File: src/logic/motor_guard_map.svh
// constants for the motor protection sequencer: offsets, fields, resets, timings
// assumes a 100 MHz system clock; included by bare name
`ifndef MOTOR_GUARD_MAP_SVH
`define MOTOR_GUARD_MAP_SVH

`define CLK_PERIOD_NS 10
`define CLK_HZ 100000000
// least times in ns, round up to cycles
`define LIMIT_BLANK_NS 1900
`define TRIP_BLANK_NS 1300
`define LIMIT_BLANK_CYC ((`LIMIT_BLANK_NS + `CLK_PERIOD_NS - 1) / `CLK_PERIOD_NS)
`define TRIP_BLANK_CYC ((`TRIP_BLANK_NS + `CLK_PERIOD_NS - 1) / `CLK_PERIOD_NS)
// hold and stall times
`define TRIP_HOLD_MS 15
`define STALL_DETECT_S 6
`define STALL_HOLD_S 35
`define TRIP_HOLD_CYC (64'(`TRIP_HOLD_MS) * 64'(`CLK_HZ) / 64'd1000)
`define STALL_DETECT_CYC (64'(`STALL_DETECT_S) * 64'(`CLK_HZ))
`define STALL_HOLD_CYC (64'(`STALL_HOLD_S) * 64'(`CLK_HZ))

// register byte offsets
`define REG_CTRL 8'h00
`define REG_CARRIER 8'h04
`define REG_STATUS 8'h08
`define REG_SENSE 8'h0c
// control fields
`define CTRL_ENABLE_BIT 0
`define CTRL_RESET 32'h0000_0000
`define CARRIER_W 16
`define CARRIER_RESET 16'h1388
// status fields
`define ST_LIMIT_BIT 0
`define ST_TRIP_BIT 1
`define ST_THERMAL_BIT 2
`define ST_STALL_BIT 3
`define ST_REVERSE_BIT 4
`define ST_SENSOR_BIT 5
`define ST_TRAP_BIT 6
`define ST_FAULT_BIT 7
`define ST_ROT_FWD_BIT 8
`define ST_ROT_SEEN_BIT 9

`endif

File: src/logic/motor_guard_pkg.sv
// types shared by the motor protection sequencer modules
// assumes nothing beyond the map header for numbers
package motor_guard_pkg;
   typedef logic [2:0] phase_t;
   typedef logic [2:0] sector_t;
   typedef enum logic [2:0] {
      DRV_OFF = 3'b001,
      DRV_SINE = 3'b010,
      DRV_TRAP = 3'b100
   } drive_state_t;
endpackage

File: src/logic/hold_if.sv
// start and busy pair between the sequencer and a hold timer
// assumes one clock shared by both ends
`timescale 1ns/1ps
interface hold_if;
   logic start;
   logic active;
   modport ctrl (output start, input active);
   modport timer (input start, output active);
endinterface

File: src/logic/blank_filter.sv
// blanking filter: one-cycle pulse once the input has stood high for LEN cycles
// assumes the input is synchronous to clk_sys_i
`timescale 1ns/1ps
module blank_filter #(
   parameter int unsigned LEN = 190,
   parameter int unsigned W = 16
) (
   input wire logic clk_sys_i,
   input wire logic rst_i,
   input wire logic level_i,
   output logic expire_o
);
   if (LEN < 2 || LEN >= (1 << W)) begin : g_chk
      $error("blank_filter: LEN out of range");
   end

   logic [W-1:0] cnt_ff;
   wire at_end = (cnt_ff == W'(LEN));
   wire hit = level_i && (cnt_ff == W'(LEN - 1));

   // a drop restarts the count, so short spikes never shut anything off
   always_ff @(posedge clk_sys_i) begin
      if (rst_i || !level_i) begin
         cnt_ff <= '0;
         expire_o <= 1'b0;
      end else begin
         cnt_ff <= at_end ? cnt_ff : cnt_ff + W'(1);
         expire_o <= hit;
      end
   end
endmodule

File: src/logic/hold_timer.sv
// hold timer: active for HOLD cycles after a start pulse
// assumes start is a one-cycle pulse; a start while active restarts the hold
`timescale 1ns/1ps
module hold_timer #(
   parameter logic [31:0] HOLD = 32'd1500000
) (
   input wire logic clk_sys_i,
   input wire logic rst_i,
   hold_if.timer h
);
   if (HOLD == 32'd0) begin : g_chk
      $error("hold_timer: HOLD must be nonzero");
   end

   logic [31:0] cnt_ff;

   always_ff @(posedge clk_sys_i) begin
      if (rst_i) begin
         cnt_ff <= '0;
         h.active <= 1'b0;
      end else if (h.start) begin
         cnt_ff <= HOLD - 32'd1;
         h.active <= 1'b1;
      end else begin
         cnt_ff <= (cnt_ff != 32'd0) ? cnt_ff - 32'd1 : cnt_ff;
         h.active <= (cnt_ff != 32'd0);
      end
   end
endmodule

File: src/logic/motor_guard.sv
// motor driver protection sequencer: gate drive, fault output, register port
// assumes synchronous comparator, sensor and strobe inputs on clk_sys_i
//
// Behaviour
// [RULE1] low overcurrent held past blanking cuts gates
// [RULE2] current limit cut clears each carrier start
// [RULE3] high overcurrent held past blanking trips
// [RULE4] trip holds gates off, then resumes
// [RULE5] fault output high during trip hold
// [RULE6] controller stops motor, waits before restart
// [RULE7] overtemperature cuts gates with hysteresis
// [RULE8] fault high during thermal cutoff, then resume
// [RULE9] no sensor change for stall time: stall
// [RULE10] stall hold keeps gates off, fault high
// [RULE11] fault follows rotation against selected direction
// [RULE12] reverse rotation switches to trapezoidal within sector
// [RULE13] drive scheme from direction pin and rotation
// [RULE14] all-equal sensors: sensor fault, gates off
// [RULE15] valid sensors drive per commutation table
// [RULE16] forward table order of sensor states
// [RULE17] reverse table order of sensor states
// [RULE18] no protection active: fault output low
// [RULE19] controller withdraws drive before trip hold ends
// [RULE20] intervals counted in ticks; drops restart blanking
// [RULE21] fault output is OR of all sources
//
// The placing of the registers and the strobed register port were left to the implementer.
`timescale 1ns/1ps
`include "motor_guard_map.svh"
module motor_guard
   import motor_guard_pkg::*;
#(
   parameter logic [31:0] TRIP_HOLD_CYC = 32'(`TRIP_HOLD_CYC),
   parameter logic [31:0] STALL_DETECT_CYC = 32'(`STALL_DETECT_CYC),
   parameter logic [31:0] STALL_HOLD_CYC = 32'(`STALL_HOLD_CYC)
) (
   input wire logic clk_sys_i,
   input wire logic rst_i,
   input wire logic limit_threshold_i,
   input wire logic trip_threshold_i,
   input wire logic overtemp_set_level_i,
   input wire logic overtemp_clear_level_i,
   input wire logic rotor_sense_u_i,
   input wire logic rotor_sense_v_i,
   input wire logic rotor_sense_w_i,
   input wire logic direction_select_i,
   input wire logic [2:0] sine_hi_i,
   input wire logic [2:0] sine_lo_i,
   input wire logic [7:0] addr_i,
   input wire logic [31:0] wdata_i,
   input wire logic wr_i,
   input wire logic rd_i,
   output logic [31:0] rdata_o,
   output logic [2:0] gate_hi_o,
   output logic [2:0] gate_lo_o,
   output logic fault_out_o,
   output logic trap_mode_o
);
   if (STALL_DETECT_CYC < 32'd2) begin : g_chk
      $error("motor_guard: stall detect count too small");
   end

   // forward sector of a sensor state (u,v,w); 7 marks all-equal states
   function automatic sector_t sector_of(input phase_t s);
      case (s)
         3'b101: sector_of = 3'd0;
         3'b100: sector_of = 3'd1;
         3'b110: sector_of = 3'd2;
         3'b010: sector_of = 3'd3;
         3'b011: sector_of = 3'd4;
         3'b001: sector_of = 3'd5;
         default: sector_of = 3'd7;
      endcase
   endfunction

   // gates for a sector: {hi u,v,w, lo u,v,w}
   function automatic logic [5:0] gates_of(input sector_t k);
      case (k)
         3'd0: gates_of = 6'b010_100;
         3'd1: gates_of = 6'b001_100;
         3'd2: gates_of = 6'b001_010;
         3'd3: gates_of = 6'b100_010;
         3'd4: gates_of = 6'b100_001;
         3'd5: gates_of = 6'b010_001;
         default: gates_of = 6'b000_000;
      endcase
   endfunction

   function automatic sector_t step(input sector_t k, input logic up);
      if (up) begin
         step = (k == 3'd5) ? 3'd0 : k + 3'd1;
      end else begin
         step = (k == 3'd0) ? 3'd5 : k - 3'd1;
      end
   endfunction

   // registers
   logic enable_ff;
   logic [`CARRIER_W-1:0] carrier_len_ff;
   logic [`CARRIER_W-1:0] carrier_cnt_ff;
   logic limit_cut_ff;
   logic thermal_cutoff_ff;
   phase_t sense_prev_ff;
   logic [31:0] stall_cnt_ff;
   logic rot_fwd_ff;
   logic rot_seen_ff;
   drive_state_t drive_ff;
   localparam logic [31:0] CTRL_RST = `CTRL_RESET;

   hold_if trip_h ();
   hold_if stall_h ();

   phase_t sense;
   assign sense = {rotor_sense_u_i, rotor_sense_v_i, rotor_sense_w_i};

   wire limit_expire;
   wire trip_expire;

   blank_filter #(.LEN(`LIMIT_BLANK_CYC), .W(16)) u_limit_blank ( // RULE1 RULE20
      .clk_sys_i(clk_sys_i),
      .rst_i(rst_i),
      .level_i(limit_threshold_i),
      .expire_o(limit_expire)
   );
   blank_filter #(.LEN(`TRIP_BLANK_CYC), .W(16)) u_trip_blank ( // RULE3 RULE20
      .clk_sys_i(clk_sys_i),
      .rst_i(rst_i),
      .level_i(trip_threshold_i),
      .expire_o(trip_expire)
   );
   hold_timer #(.HOLD(TRIP_HOLD_CYC)) u_trip_hold (
      .clk_sys_i(clk_sys_i),
      .rst_i(rst_i),
      .h(trip_h.timer)
   );
   hold_timer #(.HOLD(STALL_HOLD_CYC)) u_stall_hold (
      .clk_sys_i(clk_sys_i),
      .rst_i(rst_i),
      .h(stall_h.timer)
   );

   // carrier period start; a zero period is taken as one cycle
   wire carrier_start = (carrier_cnt_ff == '0);
   wire [`CARRIER_W-1:0] nxt_carrier_cnt =
      (carrier_cnt_ff >= carrier_len_ff) ? '0 : carrier_cnt_ff + `CARRIER_W'(1);

   // set wins over the carrier clear so a cut at the boundary is not lost
   wire nxt_limit_cut = limit_expire || (limit_cut_ff && !carrier_start); // RULE1 RULE2

   assign trip_h.start = trip_expire; // RULE3

   // hysteresis: set above the upper level, cleared only at the lower one
   wire nxt_thermal = overtemp_set_level_i ||
      (thermal_cutoff_ff && !overtemp_clear_level_i); // RULE7

   // rotation tracking
   wire sector_t cur_sec = sector_of(sense);
   wire sector_t prev_sec = sector_of(sense_prev_ff);
   wire sensor_fault = (cur_sec == 3'd7); // RULE14
   wire sense_moved = (sense != sense_prev_ff);
   wire both_valid = !sensor_fault && (prev_sec != 3'd7);
   wire step_fwd = both_valid && (cur_sec == step(prev_sec, 1'b1));
   wire step_rev = both_valid && (cur_sec == step(prev_sec, 1'b0));

   // stall counter: restarts on any sensor change and during the stall hold
   wire stall_fire = (stall_cnt_ff == STALL_DETECT_CYC - 32'd1) && !sense_moved; // RULE9
   assign stall_h.start = stall_fire && !stall_h.active;
   wire [31:0] nxt_stall_cnt = (sense_moved || stall_h.active || stall_fire) ? 32'd0 :
      stall_cnt_ff + 32'd1;

   // direction decided at each sector step; cleared by a stall
   wire nxt_rot_seen = (rot_seen_ff || step_fwd || step_rev) && !stall_fire;
   wire nxt_rot_fwd = step_fwd ? 1'b1 : (step_rev ? 1'b0 : rot_fwd_ff);
   wire reverse_rot = nxt_rot_seen && (nxt_rot_fwd != direction_select_i); // RULE11

   // trapezoidal while rotating against the pin or before rotation is known
   wire nxt_trap = !nxt_rot_seen || reverse_rot; // RULE12 RULE13

   // the stall start cuts the gates in the same cycle that raises the fault
   wire gates_cut = limit_cut_ff || nxt_limit_cut || trip_h.active || trip_expire ||
      nxt_thermal || stall_h.start || stall_h.active || sensor_fault ||
      !enable_ff; // RULE4 RULE10 RULE14

   // reverse table is the forward one shifted half a turn
   wire sector_t trap_sec = direction_select_i ? cur_sec :
      ((cur_sec >= 3'd3) ? cur_sec - 3'd3 : cur_sec + 3'd3); // RULE16 RULE17
   wire [5:0] trap_gates = gates_of(sensor_fault ? 3'd7 : trap_sec); // RULE15

   wire drive_state_t nxt_drive = gates_cut ? DRV_OFF : (nxt_trap ? DRV_TRAP : DRV_SINE);
   logic [5:0] nxt_gates;
   always_comb begin
      case (nxt_drive)
         DRV_TRAP: nxt_gates = trap_gates;
         DRV_SINE: nxt_gates = {sine_hi_i, sine_lo_i};
         DRV_OFF: nxt_gates = 6'b000_000;
         default: nxt_gates = 6'b000_000;
      endcase
   end

   wire nxt_fault = trip_h.active || trip_expire || nxt_thermal || stall_h.active ||
      stall_h.start || reverse_rot || sensor_fault; // RULE5 RULE8 RULE18 RULE21

   // register port
   wire wr_ctrl = wr_i && (addr_i == `REG_CTRL);
   wire wr_carrier = wr_i && (addr_i == `REG_CARRIER);
   logic [31:0] status_word;
   always_comb begin
      status_word = '0;
      status_word[`ST_LIMIT_BIT] = limit_cut_ff;
      status_word[`ST_TRIP_BIT] = trip_h.active;
      status_word[`ST_THERMAL_BIT] = thermal_cutoff_ff;
      status_word[`ST_STALL_BIT] = stall_h.active;
      status_word[`ST_REVERSE_BIT] = rot_seen_ff && (rot_fwd_ff != direction_select_i);
      status_word[`ST_SENSOR_BIT] = sensor_fault;
      status_word[`ST_TRAP_BIT] = trap_mode_o;
      status_word[`ST_FAULT_BIT] = fault_out_o;
      status_word[`ST_ROT_FWD_BIT] = rot_fwd_ff;
      status_word[`ST_ROT_SEEN_BIT] = rot_seen_ff;
   end
   logic [31:0] nxt_rdata;
   always_comb begin
      case (addr_i)
         `REG_CTRL: nxt_rdata = {31'd0, enable_ff};
         `REG_CARRIER: nxt_rdata = {16'd0, carrier_len_ff};
         `REG_STATUS: nxt_rdata = status_word;
         `REG_SENSE: nxt_rdata = {24'd0, 2'd0, prev_sec, sense_prev_ff};
         default: nxt_rdata = 32'd0;
      endcase
   end

   always_ff @(posedge clk_sys_i) begin
      if (rst_i) begin
         enable_ff <= CTRL_RST[`CTRL_ENABLE_BIT];
         carrier_len_ff <= `CARRIER_RESET;
         rdata_o <= '0;
      end else begin
         if (wr_ctrl) begin
            enable_ff <= wdata_i[`CTRL_ENABLE_BIT];
         end
         if (wr_carrier) begin
            carrier_len_ff <= wdata_i[`CARRIER_W-1:0];
         end
         rdata_o <= rd_i ? nxt_rdata : 32'd0;
      end
   end

   always_ff @(posedge clk_sys_i) begin
      if (rst_i) begin
         carrier_cnt_ff <= '0;
         limit_cut_ff <= 1'b0;
         thermal_cutoff_ff <= 1'b0;
         sense_prev_ff <= '0;
         stall_cnt_ff <= '0;
         rot_fwd_ff <= 1'b0;
         rot_seen_ff <= 1'b0;
      end else begin
         carrier_cnt_ff <= nxt_carrier_cnt;
         limit_cut_ff <= nxt_limit_cut;
         thermal_cutoff_ff <= nxt_thermal;
         sense_prev_ff <= sense;
         stall_cnt_ff <= nxt_stall_cnt;
         rot_fwd_ff <= nxt_rot_fwd;
         rot_seen_ff <= nxt_rot_seen;
      end
   end

   always_ff @(posedge clk_sys_i) begin
      if (rst_i) begin
         drive_ff <= DRV_OFF;
         gate_hi_o <= '0;
         gate_lo_o <= '0;
         fault_out_o <= 1'b0;
         trap_mode_o <= 1'b1;
      end else begin
         drive_ff <= nxt_drive;
         gate_hi_o <= nxt_gates[5:3];
         gate_lo_o <= nxt_gates[2:0];
         fault_out_o <= nxt_fault;
         trap_mode_o <= nxt_trap;
      end
   end

   wire gates_any = |{gate_hi_o, gate_lo_o};
endmodule

File: config.mk
export PLATFORM = sky130hd
export DESIGN_NAME = motor_guard
export DESIGN_NICKNAME = d
export VERILOG_FILES = /design/src/logic/motor_guard_pkg.sv /design/src/logic/hold_if.sv /design/src/logic/blank_filter.sv /design/src/logic/hold_timer.sv /design/src/logic/motor_guard.sv
export VERILOG_INCLUDE_DIRS = /design/src /design/src/logic
export SDC_FILE = /design/constraint.sdc
export NUM_CORES = 1
export LEC_CHECK = 0
export ABC_AREA = 1
export BUFFER_PORTS_ARGS = -buffer_cell sky130_fd_sc_hd__buf_4
export CAP_MARGIN = 20
export CORE_AREA = 2 2 103 179
export DETAILED_ROUTE_END_ITERATION = 6
export DIE_AREA = 0 0 105 181
export HOLD_SLACK_MARGIN = 0.1
export MAX_ROUTING_LAYER = met4
export PLACE_DENSITY = 0.79
export SKIP_LAST_GASP = 1
export SYNTH_ARGS = -nofsm -noshare
export SYNTH_HDL_FRONTEND = slang
export SYNTH_SLANG_ARGS = --single-unit
File: constraint.sdc
create_clock -name clk_sys_i -period 2.6 [get_ports clk_sys_i]
set_clock_uncertainty 0.1 [all_clocks]
set_input_delay 0.13 -clock clk_sys_i [delete_from_list [all_inputs] [get_ports clk_sys_i]]
set_output_delay 0.13 -clock clk_sys_i [all_outputs]
set_load 0.1 [all_outputs]
==> Yosys cells after proc, flatten, opt, wreduce, memory -nomap -nowiden <==
Index checks and enable logic that the tools add are counted.
{ "word_totals": {"wordCells": 152, "mem_bits_ro": 0, "latchBits": 0, "mem_count": 0, "ff_bits": 212, "ram_bits": 0, "out_inout_bits": 40, "input_bits": 58} }
{ "classes": {"multipliers": 0, "n_eq_ne": 35, "add_sub_neg": 10, "div": 0, "n_mux": 20, "shifts": 0, "n_reduce_logical": 60, "n_bitwise": 1, "n_lt_le_gt_ge": 2} }
{ "ops": {"columns": ["cell", "n"], "rows": [
  ["== test 16 x 8 -> 1 bit (second input constant)", 4],
  ["two-way mux 32 bit", 2],
  ["case mux 16 bit (4 select lines)", 1],
  ["nonzero test 32 bit", 2],
  ["subtractor 32 x 1 -> 32 bit (second input constant)", 2],
  ["adder 16 x 1 -> 16 bit (second input constant)", 3],
  ["two-way mux 21 bit", 2],
  ["case mux 3 bit (6 select lines)", 2],
  ["case mux 6 bit (6 select lines)", 1],
  ["== test 3 bit (second input constant)", 11],
  ["adder 32 x 1 -> 32 bit (second input constant)", 1],
  ["== test 32 x 30 -> 1 bit (second input constant)", 1],
  ["logical OR 1 bit", 23],
  ["== test 3 x 2 -> 1 bit (second input constant)", 7],
  ["two-way mux 3 bit", 7],
  ["== test 8 x 4 -> 1 bit (second input constant)", 2],
  [">= comparator 16 bit", 1],
  ["zero test 16 bit", 1],
  ["logical AND 1 bit", 14],
  ["case mux 6 bit (2 select lines)", 1],
  ["zero test 1 bit", 10],
  ["OR reduction 2 bit", 5],
  ["== test 3 x 1 -> 1 bit (second input constant)", 3],
  ["== test 8 x 3 -> 1 bit (second input constant)", 1],
  ["14 further kinds", 21]
]} }

==> Depth between registers and ports, before layout <==
Gate-level depths: netlist (run 1).
{ "depth": {"depth_word": 15, "mapped_depth": 19, "ltp_nobuf": 18} }

==> Cells and area by module <==
From an unflattened synthesis (run 1), not the netlist that was laid out.
{ "hier_totals": {"cells_unflattened": 1621, "hier_area_um2": 11247.0} }
{ "by_module_without_submodules": {"columns": ["mod", "seq_area_each_um2", "area_each_um2", "n_inst", "cells_each"], "rows": [
  ["motor_guard", 1921.8, 5253.8, 1, 707],
  ["hold_timer (u_trip_hold)", 660.6, 2034.5, 1, 344],
  ["hold_timer (u_stall_hold)", 660.6, 2019.4, 1, 301],
  ["blank_filter (u_limit_blank)", 340.3, 1002.2, 1, 136],
  ["blank_filter (u_trip_blank)", 340.3, 937.1, 1, 133]
]} }

==> Worst setup path after synthesis (run 1) <==
Ideal clock, no wire load.
{ "synth_path": {"path_type": "reg2reg", "from": "reg sense_prev_ff[0]", "to": "reg gate_hi_o[2]", "synth_period_minus_slack_ps": 2122, "setup_ps": 132, "arrival_time_ps": 1889, "slack_ps": 478, "n_path_buf": 1, "t_required_ps": 2368, "path_stages_with_launch": 18, "cell_sequence": "dfxtp_1 -> buf_4 -> clkinv_1 -> nand2_1 -> nand3_1 -> nand2_1 -> inv_1 -> nor2_1 -> ha_1 -> nand2_1 -> xor2_1 -> nor2_1 -> nand2_1 -> nand3_1 -> nand2_2 -> nand2_4 -> nand4_1 -> a21oi_1"} }
{ "synth_between": {"elab_chain_len": 15, "word_cells_on_any_way": 42, "cone_classes": "2 x add/sub; 14 x eq/ne; 8 x mux; 18 x reduce/logical"} }
{ "synth_lines": {"columns": ["element", "line_no", "text"], "rows": [
  ["start: declaration", "motor_guard.sv:103", "phase_t sense_prev_ff;"],
  ["start signal: assignment", "motor_guard.sv:260", "sense_prev_ff <= sense;"],
  ["== test 3 x 1 -> 1 bit, or another cell as far along", "motor_guard.sv:65", "case (s)"],
  ["case mux 3 bit (6 select lines)", "motor_guard.sv:65", null],
  ["subtractor 3 x 1 -> 3 bit, or another cell as far along", "motor_guard.sv:93", "step = (k == 3'd0) ? 3'd5 : k - 3'd1;"],
  ["two-way mux 3 bit, on equally long branches", "motor_guard.sv:93, motor_guard.sv:91", null],
  ["== test 3 bit, on equally long branches", "motor_guard.sv:163, motor_guard.sv:162", null],
  ["logical AND 1 bit, on equally long branches", "motor_guard.sv:163, motor_guard.sv:162", null],
  ["two-way mux 1 bit / logical OR 1 bit (equally long branches) (2 in a row)", "motor_guard.sv:173, motor_guard.sv:172", null],
  ["inequality test 1 bit / logical AND 1 bit (equally long branches)", "motor_guard.sv:174, motor_guard.sv:172", null],
  ["logical AND 1 bit / zero test 1 bit (equally long branches)", "motor_guard.sv:174, motor_guard.sv:177", null],
  ["logical OR 1 bit", "motor_guard.sv:177", "wire nxt_trap = !nxt_rot_seen || reverse_rot;"],
  ["two-way mux 3 bit", "motor_guard.sv:189", "wire drive_state_t nxt_drive = gates_cut ? DRV_OFF : (nxt_trap ? DRV_TRAP : DRV_SINE);"],
  ["two-way mux 3 bit *", "motor_guard.sv:189", null],
  ["== test 3 x 2 -> 1 bit / == test 3 bit (equally long branches)", "motor_guard.sv:192", "case (nxt_drive)"],
  ["case mux 6 bit (2 select lines) *", "motor_guard.sv:192", null],
  ["end signal: assignment", "motor_guard.sv:276", "gate_hi_o <= nxt_gates[5:3];"],
  ["end: declaration", "motor_guard.sv:54", "output logic [2:0] gate_hi_o,"]
]} }
Every way passes the cells marked *; elsewhere a longest branch is shown, timed or not.
A chain may end at the register's enable or synchronous reset.

==> Final worst setup path (run 1) <==
{ "layout_path": {"from": "in rotor_sense_u_i", "to": "reg gate_hi_o[2]"} }
{ "layout_between": {"elab_chain_len": 15, "word_cells_on_any_way": 50, "cone_classes": "2 x add/sub; 1 x order compare; 18 x eq/ne; 10 x mux; 19 x reduce/logical"} }
{ "layout_lines": {"columns": ["element", "line_no", "text"], "rows": [
  ["start: declaration", "motor_guard.sv:43", "input wire logic rotor_sense_u_i,"],
  ["== test 3 x 1 -> 1 bit, or another cell as far along", "motor_guard.sv:65", null],
  ["case mux 3 bit (6 select lines)", "motor_guard.sv:65", null],
  ["== test 3 bit", "motor_guard.sv:159", "wire sensor_fault = (cur_sec == 3'd7);"],
  ["zero test 1 bit", "motor_guard.sv:161", "wire both_valid = !sensor_fault && (prev_sec != 3'd7);"],
  ["logical AND 1 bit", "motor_guard.sv:161", null],
  ["logical AND 1 bit, on equally long branches", "motor_guard.sv:163, motor_guard.sv:162", null],
  ["two-way mux 1 bit / logical OR 1 bit (equally long branches) (2 in a row)", "motor_guard.sv:173, motor_guard.sv:172", null],
  ["inequality test 1 bit / logical AND 1 bit (equally long branches)", "motor_guard.sv:174, motor_guard.sv:172", null],
  ["logical AND 1 bit / zero test 1 bit (equally long branches)", "motor_guard.sv:174, motor_guard.sv:177", null],
  ["logical OR 1 bit", "motor_guard.sv:177", null],
  ["two-way mux 3 bit (2 in a row)", "motor_guard.sv:189", null],
  ["== test 3 x 2 -> 1 bit / == test 3 bit (equally long branches)", "motor_guard.sv:192", null],
  ["case mux 6 bit (2 select lines) *", "motor_guard.sv:192", null]
]} }
Marked as above.

==> metrics, run 1 <==
Clock Sinks=196; most frequent CP cell=nand2_1; Slowest-stage cell, CP=dlygate4sd3_1; Yosys top cell by area=dfxtp_1; placed cells=1723; clk_lat worst skew=~450 ps; fmax=between 400 and 500 MHz; crit path kind=in -> reg; synth cell count leaders=221 x nor2_1, 209 x nand2_1, 196 x dfxtp_1; Hold Path Class=in -> reg; I/O pin cnt=~100; ANT cells=0; first-pass GRT wire length=42500 um; Non-Filler Instances=about 1800; Avg WL per Cell=14.5 um; fin crit share=0.925; CP Cell Sequence=dlygate4sd3_1 -> buf_4 -> inv_1 -> nand2_1 -> nand3_1 -> nand2_1 -> ha_2 -> nand3b_1 -> nand3_1 -> o21ai_2 -> nand2_1 -> or2_2 -> nand2_1 -> nand4_1 -> a21oi_1; worst vdd ir=0.593 mV; PortBufs=65; Chip Width=105 um; largest cells by area after synthesis=dfxtp_1 38%, nor2_1 8.1%, nand2_1 7.6%, inv_1 7.0%, a21oi_1 4.8%; Die Ht=181 um; # DRC=0; Post-synth EDFFs=0; flop-to-flop setup slack=270 ps; Overall Power=11.3 mW; WP buf/inv=3; ys flop type=dfxtp_1; depth of the CTS H-tree=4; setup ws final=194 ps; synth-to-layout area growth=17.0%; status=completed; ys async rst share=0; post-DP HPWL=around 19000 um; post-layout net count=1641; actual slew at the worst max-slew pin=~750 ps; GRT overflow=0; Critical Path Max Stage Delay=560 ps; setup_tns=0 ps; synthesized flop and latch total=196; initial core utilization=0.590; CTS Root Cell=clkbuf_16; Clock Tree Buf Depth=2; largest net degree at the start of global routing=26; cell family with most CP delay=simple AND/OR/NAND/NOR gates; CP arrival=2690 ps; synth unique cells=55; clock slew at reported path FFs=70 ps; PwrDens=~940 nW/um^2; floorplan row count=64; Initial DRC Count=504; synthesized area=~10000 sq um; Slew HR=0.498; Syn. warnings=0; Final min period=2410 ps; Core Area=about 17000 sq um; layout cells sized above 1=0.122; Fin. Hold Viols=0; Placement Setup Slack=249 ps; die area=19000 sq um; Syn Inst Count=about 1400; RSZ-0062 raised after global routing=no; vias per cell=approximately 5.4; Placer Congestion=0.961; placed cell areas=about 11000 sq um; sequential-to-total area share from yosys stat=0.381; antenna violations before repair=0; post-CTS setup buffer count=0; worst-case hold slack=126 ps; count leader, synth=nor2_1; peak fanout along the critical path=5; router iterations before antenna repair=6; final core occ=0.691; worst endpoint required time=2880 ps; average size of a mapped cell=a little over 7 sq um; DRT Wirelength=26000 um; design area=roughly 12000 sq um; startpoint types=input port; ANT nets after route=0; post-synth top area share=0.381; number of global-route vias before repair=approximately 9700; gr usage total=0.283; CTS tree=done; final setup fails=0; CTS Buf Count=17; final-report max-slew violation count=0; Leak=5.22 nW; CP endpoint kind=flip-flop; Max Cap Viol=0; via count=9784
## cell type report
type	count	area [sq um]
Clock buffer	19	443
Clock inverter	13	166
Tap cell	231	289
Multi-Input combinational cell	1013	5450
Timing Repair Buffer	120	1010
Inverter	206	776
Sequential cell	196	3930
Fill cell	1511	5400
## layout by cell type, fill, tap and decap left out, types with 4 or more instances in the layout
cell type / instances
xor2_1: 30
nand2_4: 5
nand3_2: 4
inv_8: 4
nand3_1: 65
inv_2: 10
a21oi_1: 97
o21ai_0: 56
xnor2_1: 25
nor3_2: 8
nor3_1: 66
nor3b_1: 12
dfxtp_1: 194
nand3b_1: 4
conb_1: 16
o21ai_1: 5
inv_1: 192
ha_1: 28
nor2_4: 7
nand4_1: 43
nor2_2: 9
o211ai_1: 7
clkbuf_16: 17
nand2_1: 208
or2_2: 11
dlygate4sd3_1: 42
o21a_1: 10
nor4_1: 23
buf_4: 78
a31oi_1: 8
nor2_1: 221
nand2_2: 11
## where the power goes
part	leakage (nW)	switching, mW	total (mW)	internal, mW
Clock	0.295	1.29	2.70	1.41
Sequential	1.59	0.441	3.87	3.43
Combinational	3.34	3.09	4.71	1.63
## path summary, 6_finish.rpt
kind | endpoint | cells after the start | from
worst max-delay path | gate_hi_o[2]$_SDFF_PP0_ | 15 | rotor_sense_u_i
worst min-delay path | rdata_o[5]$_SDFF_PP0_ | 6 | addr_i[0]
worst max register to register | gate_lo_o[0]$_SDFF_PP0_ | 17 | sense_prev_ff[0]$_SDFF_PP0_
worst min register to register | carrier_cnt_ff[0]$_SDFF_PP0_ | 1 | carrier_cnt_ff[0]$_SDFF_PP0_
## kinds of logic (layout without fill, tap and decap cells)
family,Yosys count,count (layout),synth area share
buffers and inverters,245,358,0.0985
flip-flops,196,196,0.381
XOR/XNOR,55,55,0.0468
AO/OA/AOI/OAI,203,203,0.109
adder cells (fa/ha/maj),29,29,0.0352
other,1,16,0.000364
AND/OR/NAND/NOR,709,710,0.329
## sequential cells by signal (all words and copies together), names as in the netlist, 3 cells and up
signal,count
carrier_cnt_ff,16
carrier_len_ff,16
gate_hi_o,3
gate_lo_o,3
rdata_o,16
sense_prev_ff,3
stall_cnt_ff,32
u_limit_blank.cnt_ff,16
u_stall_hold.cnt_ff,32
u_trip_blank.cnt_ff,16
u_trip_hold.cnt_ff,32
## per-layer routing
layer | share of wire | GRT usage
met2 | 0.56 | 0.543
met1 | 0.36 | 0.255
met5 | 0 | -
met3 | 0.028 | 0.0429
met4 | 0.055 | 0.167
## tightest hold or removal path: cells and delay by family
kind,cells,cell delay (ps)
AND/OR/NAND/NOR,3,260
buffers and inverters,3,250
## timing repair
action | in CTS | in global routing
resized for setup | 0 | 9
hold buffers | 42 | 0
endpoints found under the setup margin | 0 | 6
hold endpoints to repair | 62 | 0
(Power assumes the default switching activity.)
==> run 2, diff against run 1 <==
==> constraint.sdc (replaced) <==
create_clock -name clk_sys_i -period 2.6 [get_ports clk_sys_i]
set_clock_uncertainty 0.1 [all_clocks]
set_input_delay 0.39 -clock clk_sys_i [delete_from_list [all_inputs] [get_ports clk_sys_i]]
set_output_delay 0.39 -clock clk_sys_i [all_outputs]
set_load 0.1 [all_outputs]
==> run 2 against run 1 <==
Effect of this change: register-to-register slack worse by 60 ps; clock power is 6% lower; cell count is 1.9% lower; sequential cell count stayed put; critical path type is now reg -> reg; critical endpoint is now gate_lo_o[2]$_SDFF_PP0_; largest power group unchanged.
==> metrics, run 2 (same netlist as run 1, synthesis figures left out) <==
status=completed; via count=~9600; Die Ht=181 um; GRT overflow=0; Clock Sinks=196; worst vdd ir=0.492 mV; antenna violations before repair=2; RSZ-0062 raised after global routing=no; Slew HR=0.540; final setup fails=0; commonest non-fill, non-tap cell in the layout=nor2_1; ANT nets after route=0; Regs by FF count=stall_cnt_ff x32, u_stall_hold.cnt_ff x32, u_trip_hold.cnt_ff x32; post-CTS setup buffer count=0; fmax=~420 MHz; actual slew at the worst max-slew pin=685 ps; gr usage total=0.278; Chip Width=105 um; Leak=5.04 nW; setup_tns=0 ps; router iterations before antenna repair=5; final-report max-slew violation count=0; Hold Path Class=in -> reg; CTS tree=done; DRT Wirelength=24900 um; Final min period=about 2400 ps; CP arrival=2660 ps; Fin. Hold Viols=0; PwrDens=944 nW/um^2; floorplan row count=64; I/O pin cnt=a little under 100; Placer Congestion=roughly 0.96; design area=between 10000 and 15000 sq um; die area=19000 sq um; most frequent cells in the layout=221 x nor2_1, 208 x nand2_1, 193 x dfxtp_1; worst endpoint required time=2870 ps; clock slew at reported path FFs=80 ps; Clock Tree Buf Depth=2; placed cell areas=11000 sq um; Max Cap Viol=0; crit path kind=reg -> reg; # DRC=0; PortBufs=65; Non-Filler Instances=1763; CTS Root Cell=clkbuf_16; Initial DRC Count=roughly 350; vias per cell=~5.5; fin crit share=0.918; peak fanout along the critical path=8; startpoint types=flip-flop; number of global-route vias before repair=roughly 9400; initial core utilization=0.590; Core Area=about 17000 sq um; CP endpoint kind=flip-flop; layout cells sized above 1=0.124; CTS Buf Count=17; synth-to-layout area growth=13.1%; first-pass GRT wire length=41800 um; depth of the CTS H-tree=4; Fill cells=1606; clk_lat worst skew=around 450 ps; post-layout net count=1605; largest net degree at the start of global routing=38; Avg WL per Cell=14.1 um; post-DP HPWL=19000 um; placed cells=1722
==> run 2: changes by cell type in the layout (fill, tap and decap cells not counted), sizes merged <==
| cell | previous run | this run |
|---|---|---|
| buf | 78 | 77 |
| bufinv | 1 | 0 |
| clkinv | 7 | 6 |
| clkinvlp | 1 | 2 |
| diode | 0 | 2 |
| dlygate4sd3 | 42 | 8 |
| nor2 | 239 | 238 |
==> run 2: what timing repair did <==
item | 4_1_cts | 5_1_grt
hold buffers | 8 | 0
resized for setup | 0 | 9
endpoints found under the hold margin | 8 | 0
endpoints found under the setup margin | 0 | 8
==> run 2: per-stage QoR <==
| step | hold WS [ps] | util | total power, mW | worst slack, ps |
|---|---|---|---|---|
| 6_report | 119 | 0.667 | 11.0 | 212 |
| 5_1_grt | 124 | 0.667 | 11.8 | 28.3 |
| 4_1_cts | 122 | 0.666 | 11.0 | 123 |
| 3_5_place_dp | 347 | 0.629 | 8.41 | 19.0 |
| 3_3_place_gp | 327 | 0.629 | 8.34 | 132 |
| 2_1_floorplan | 317 | - | 7.43 | 409 |
==> run 2: worst paths after layout <==
check | from | cells past startpoint | slack (ps) | end
worst min-delay path | rotor_sense_v_i | 3 | 120 | sense_prev_ff[1]$_SDFF_PP0_
worst max register to register | sense_prev_ff[0]$_SDFF_PP0_ | 17 | 210 | gate_lo_o[2]$_SDFF_PP0_
worst max-delay path | sense_prev_ff[0]$_SDFF_PP0_ | 17 | 210 | gate_lo_o[2]$_SDFF_PP0_
worst min register to register | carrier_cnt_ff[0]$_SDFF_PP0_ | 1 | 350 | carrier_cnt_ff[0]$_SDFF_PP0_
==> run 2: per-layer routing <==
| metal | part of all wire | GRT usage |
|---|---|---|
| met3 | 0.026 | 0.0418 |
| met5 | 0 | - |
| met4 | 0.056 | 0.165 |
| met1 | 0.37 | 0.265 |
| met2 | 0.55 | 0.517 |
==> run 2: cell type report <==
| cell class | count | area [sq um] | share of cell area |
|---|---|---|---|
| antenna | 2 | 5.00 | 0.000430 |
| clock buffer | 19 | 443 | 0.0380 |
| inverter | 206 | 773 | 0.0664 |
| tap | 231 | 289 | 0.0248 |
| clock inverter | 12 | 114 | 0.00978 |
| sequential | 196 | 3930 | 0.337 |
| multi-input combinational | 1012 | 5440 | 0.467 |
| timing repair buffer | 85 | 658 | 0.0565 |
==> run 2: where the power goes <==
part / internal, mW / switching [mW]
Clock: 1.28 / 1.26
Sequential: 3.43 / 0.432
Combinational: 1.59 / 3.00
==> run 2: worst max-delay path: stages (launching register included) <==
cell	delay, ps
dfxtp_2	350
clkinv_1	110
nand2_1	110
nand3_1	80
nand2_1	80
inv_1	80
nor2_1	100
ha_1	230
nand2_1	90
xor2_1	140
nor2_1	50
nand2_1	110
nand3_1	120
nand2_2	90
inv_2	90
nand2_4	100
nand4_1	120
a21oi_1	160
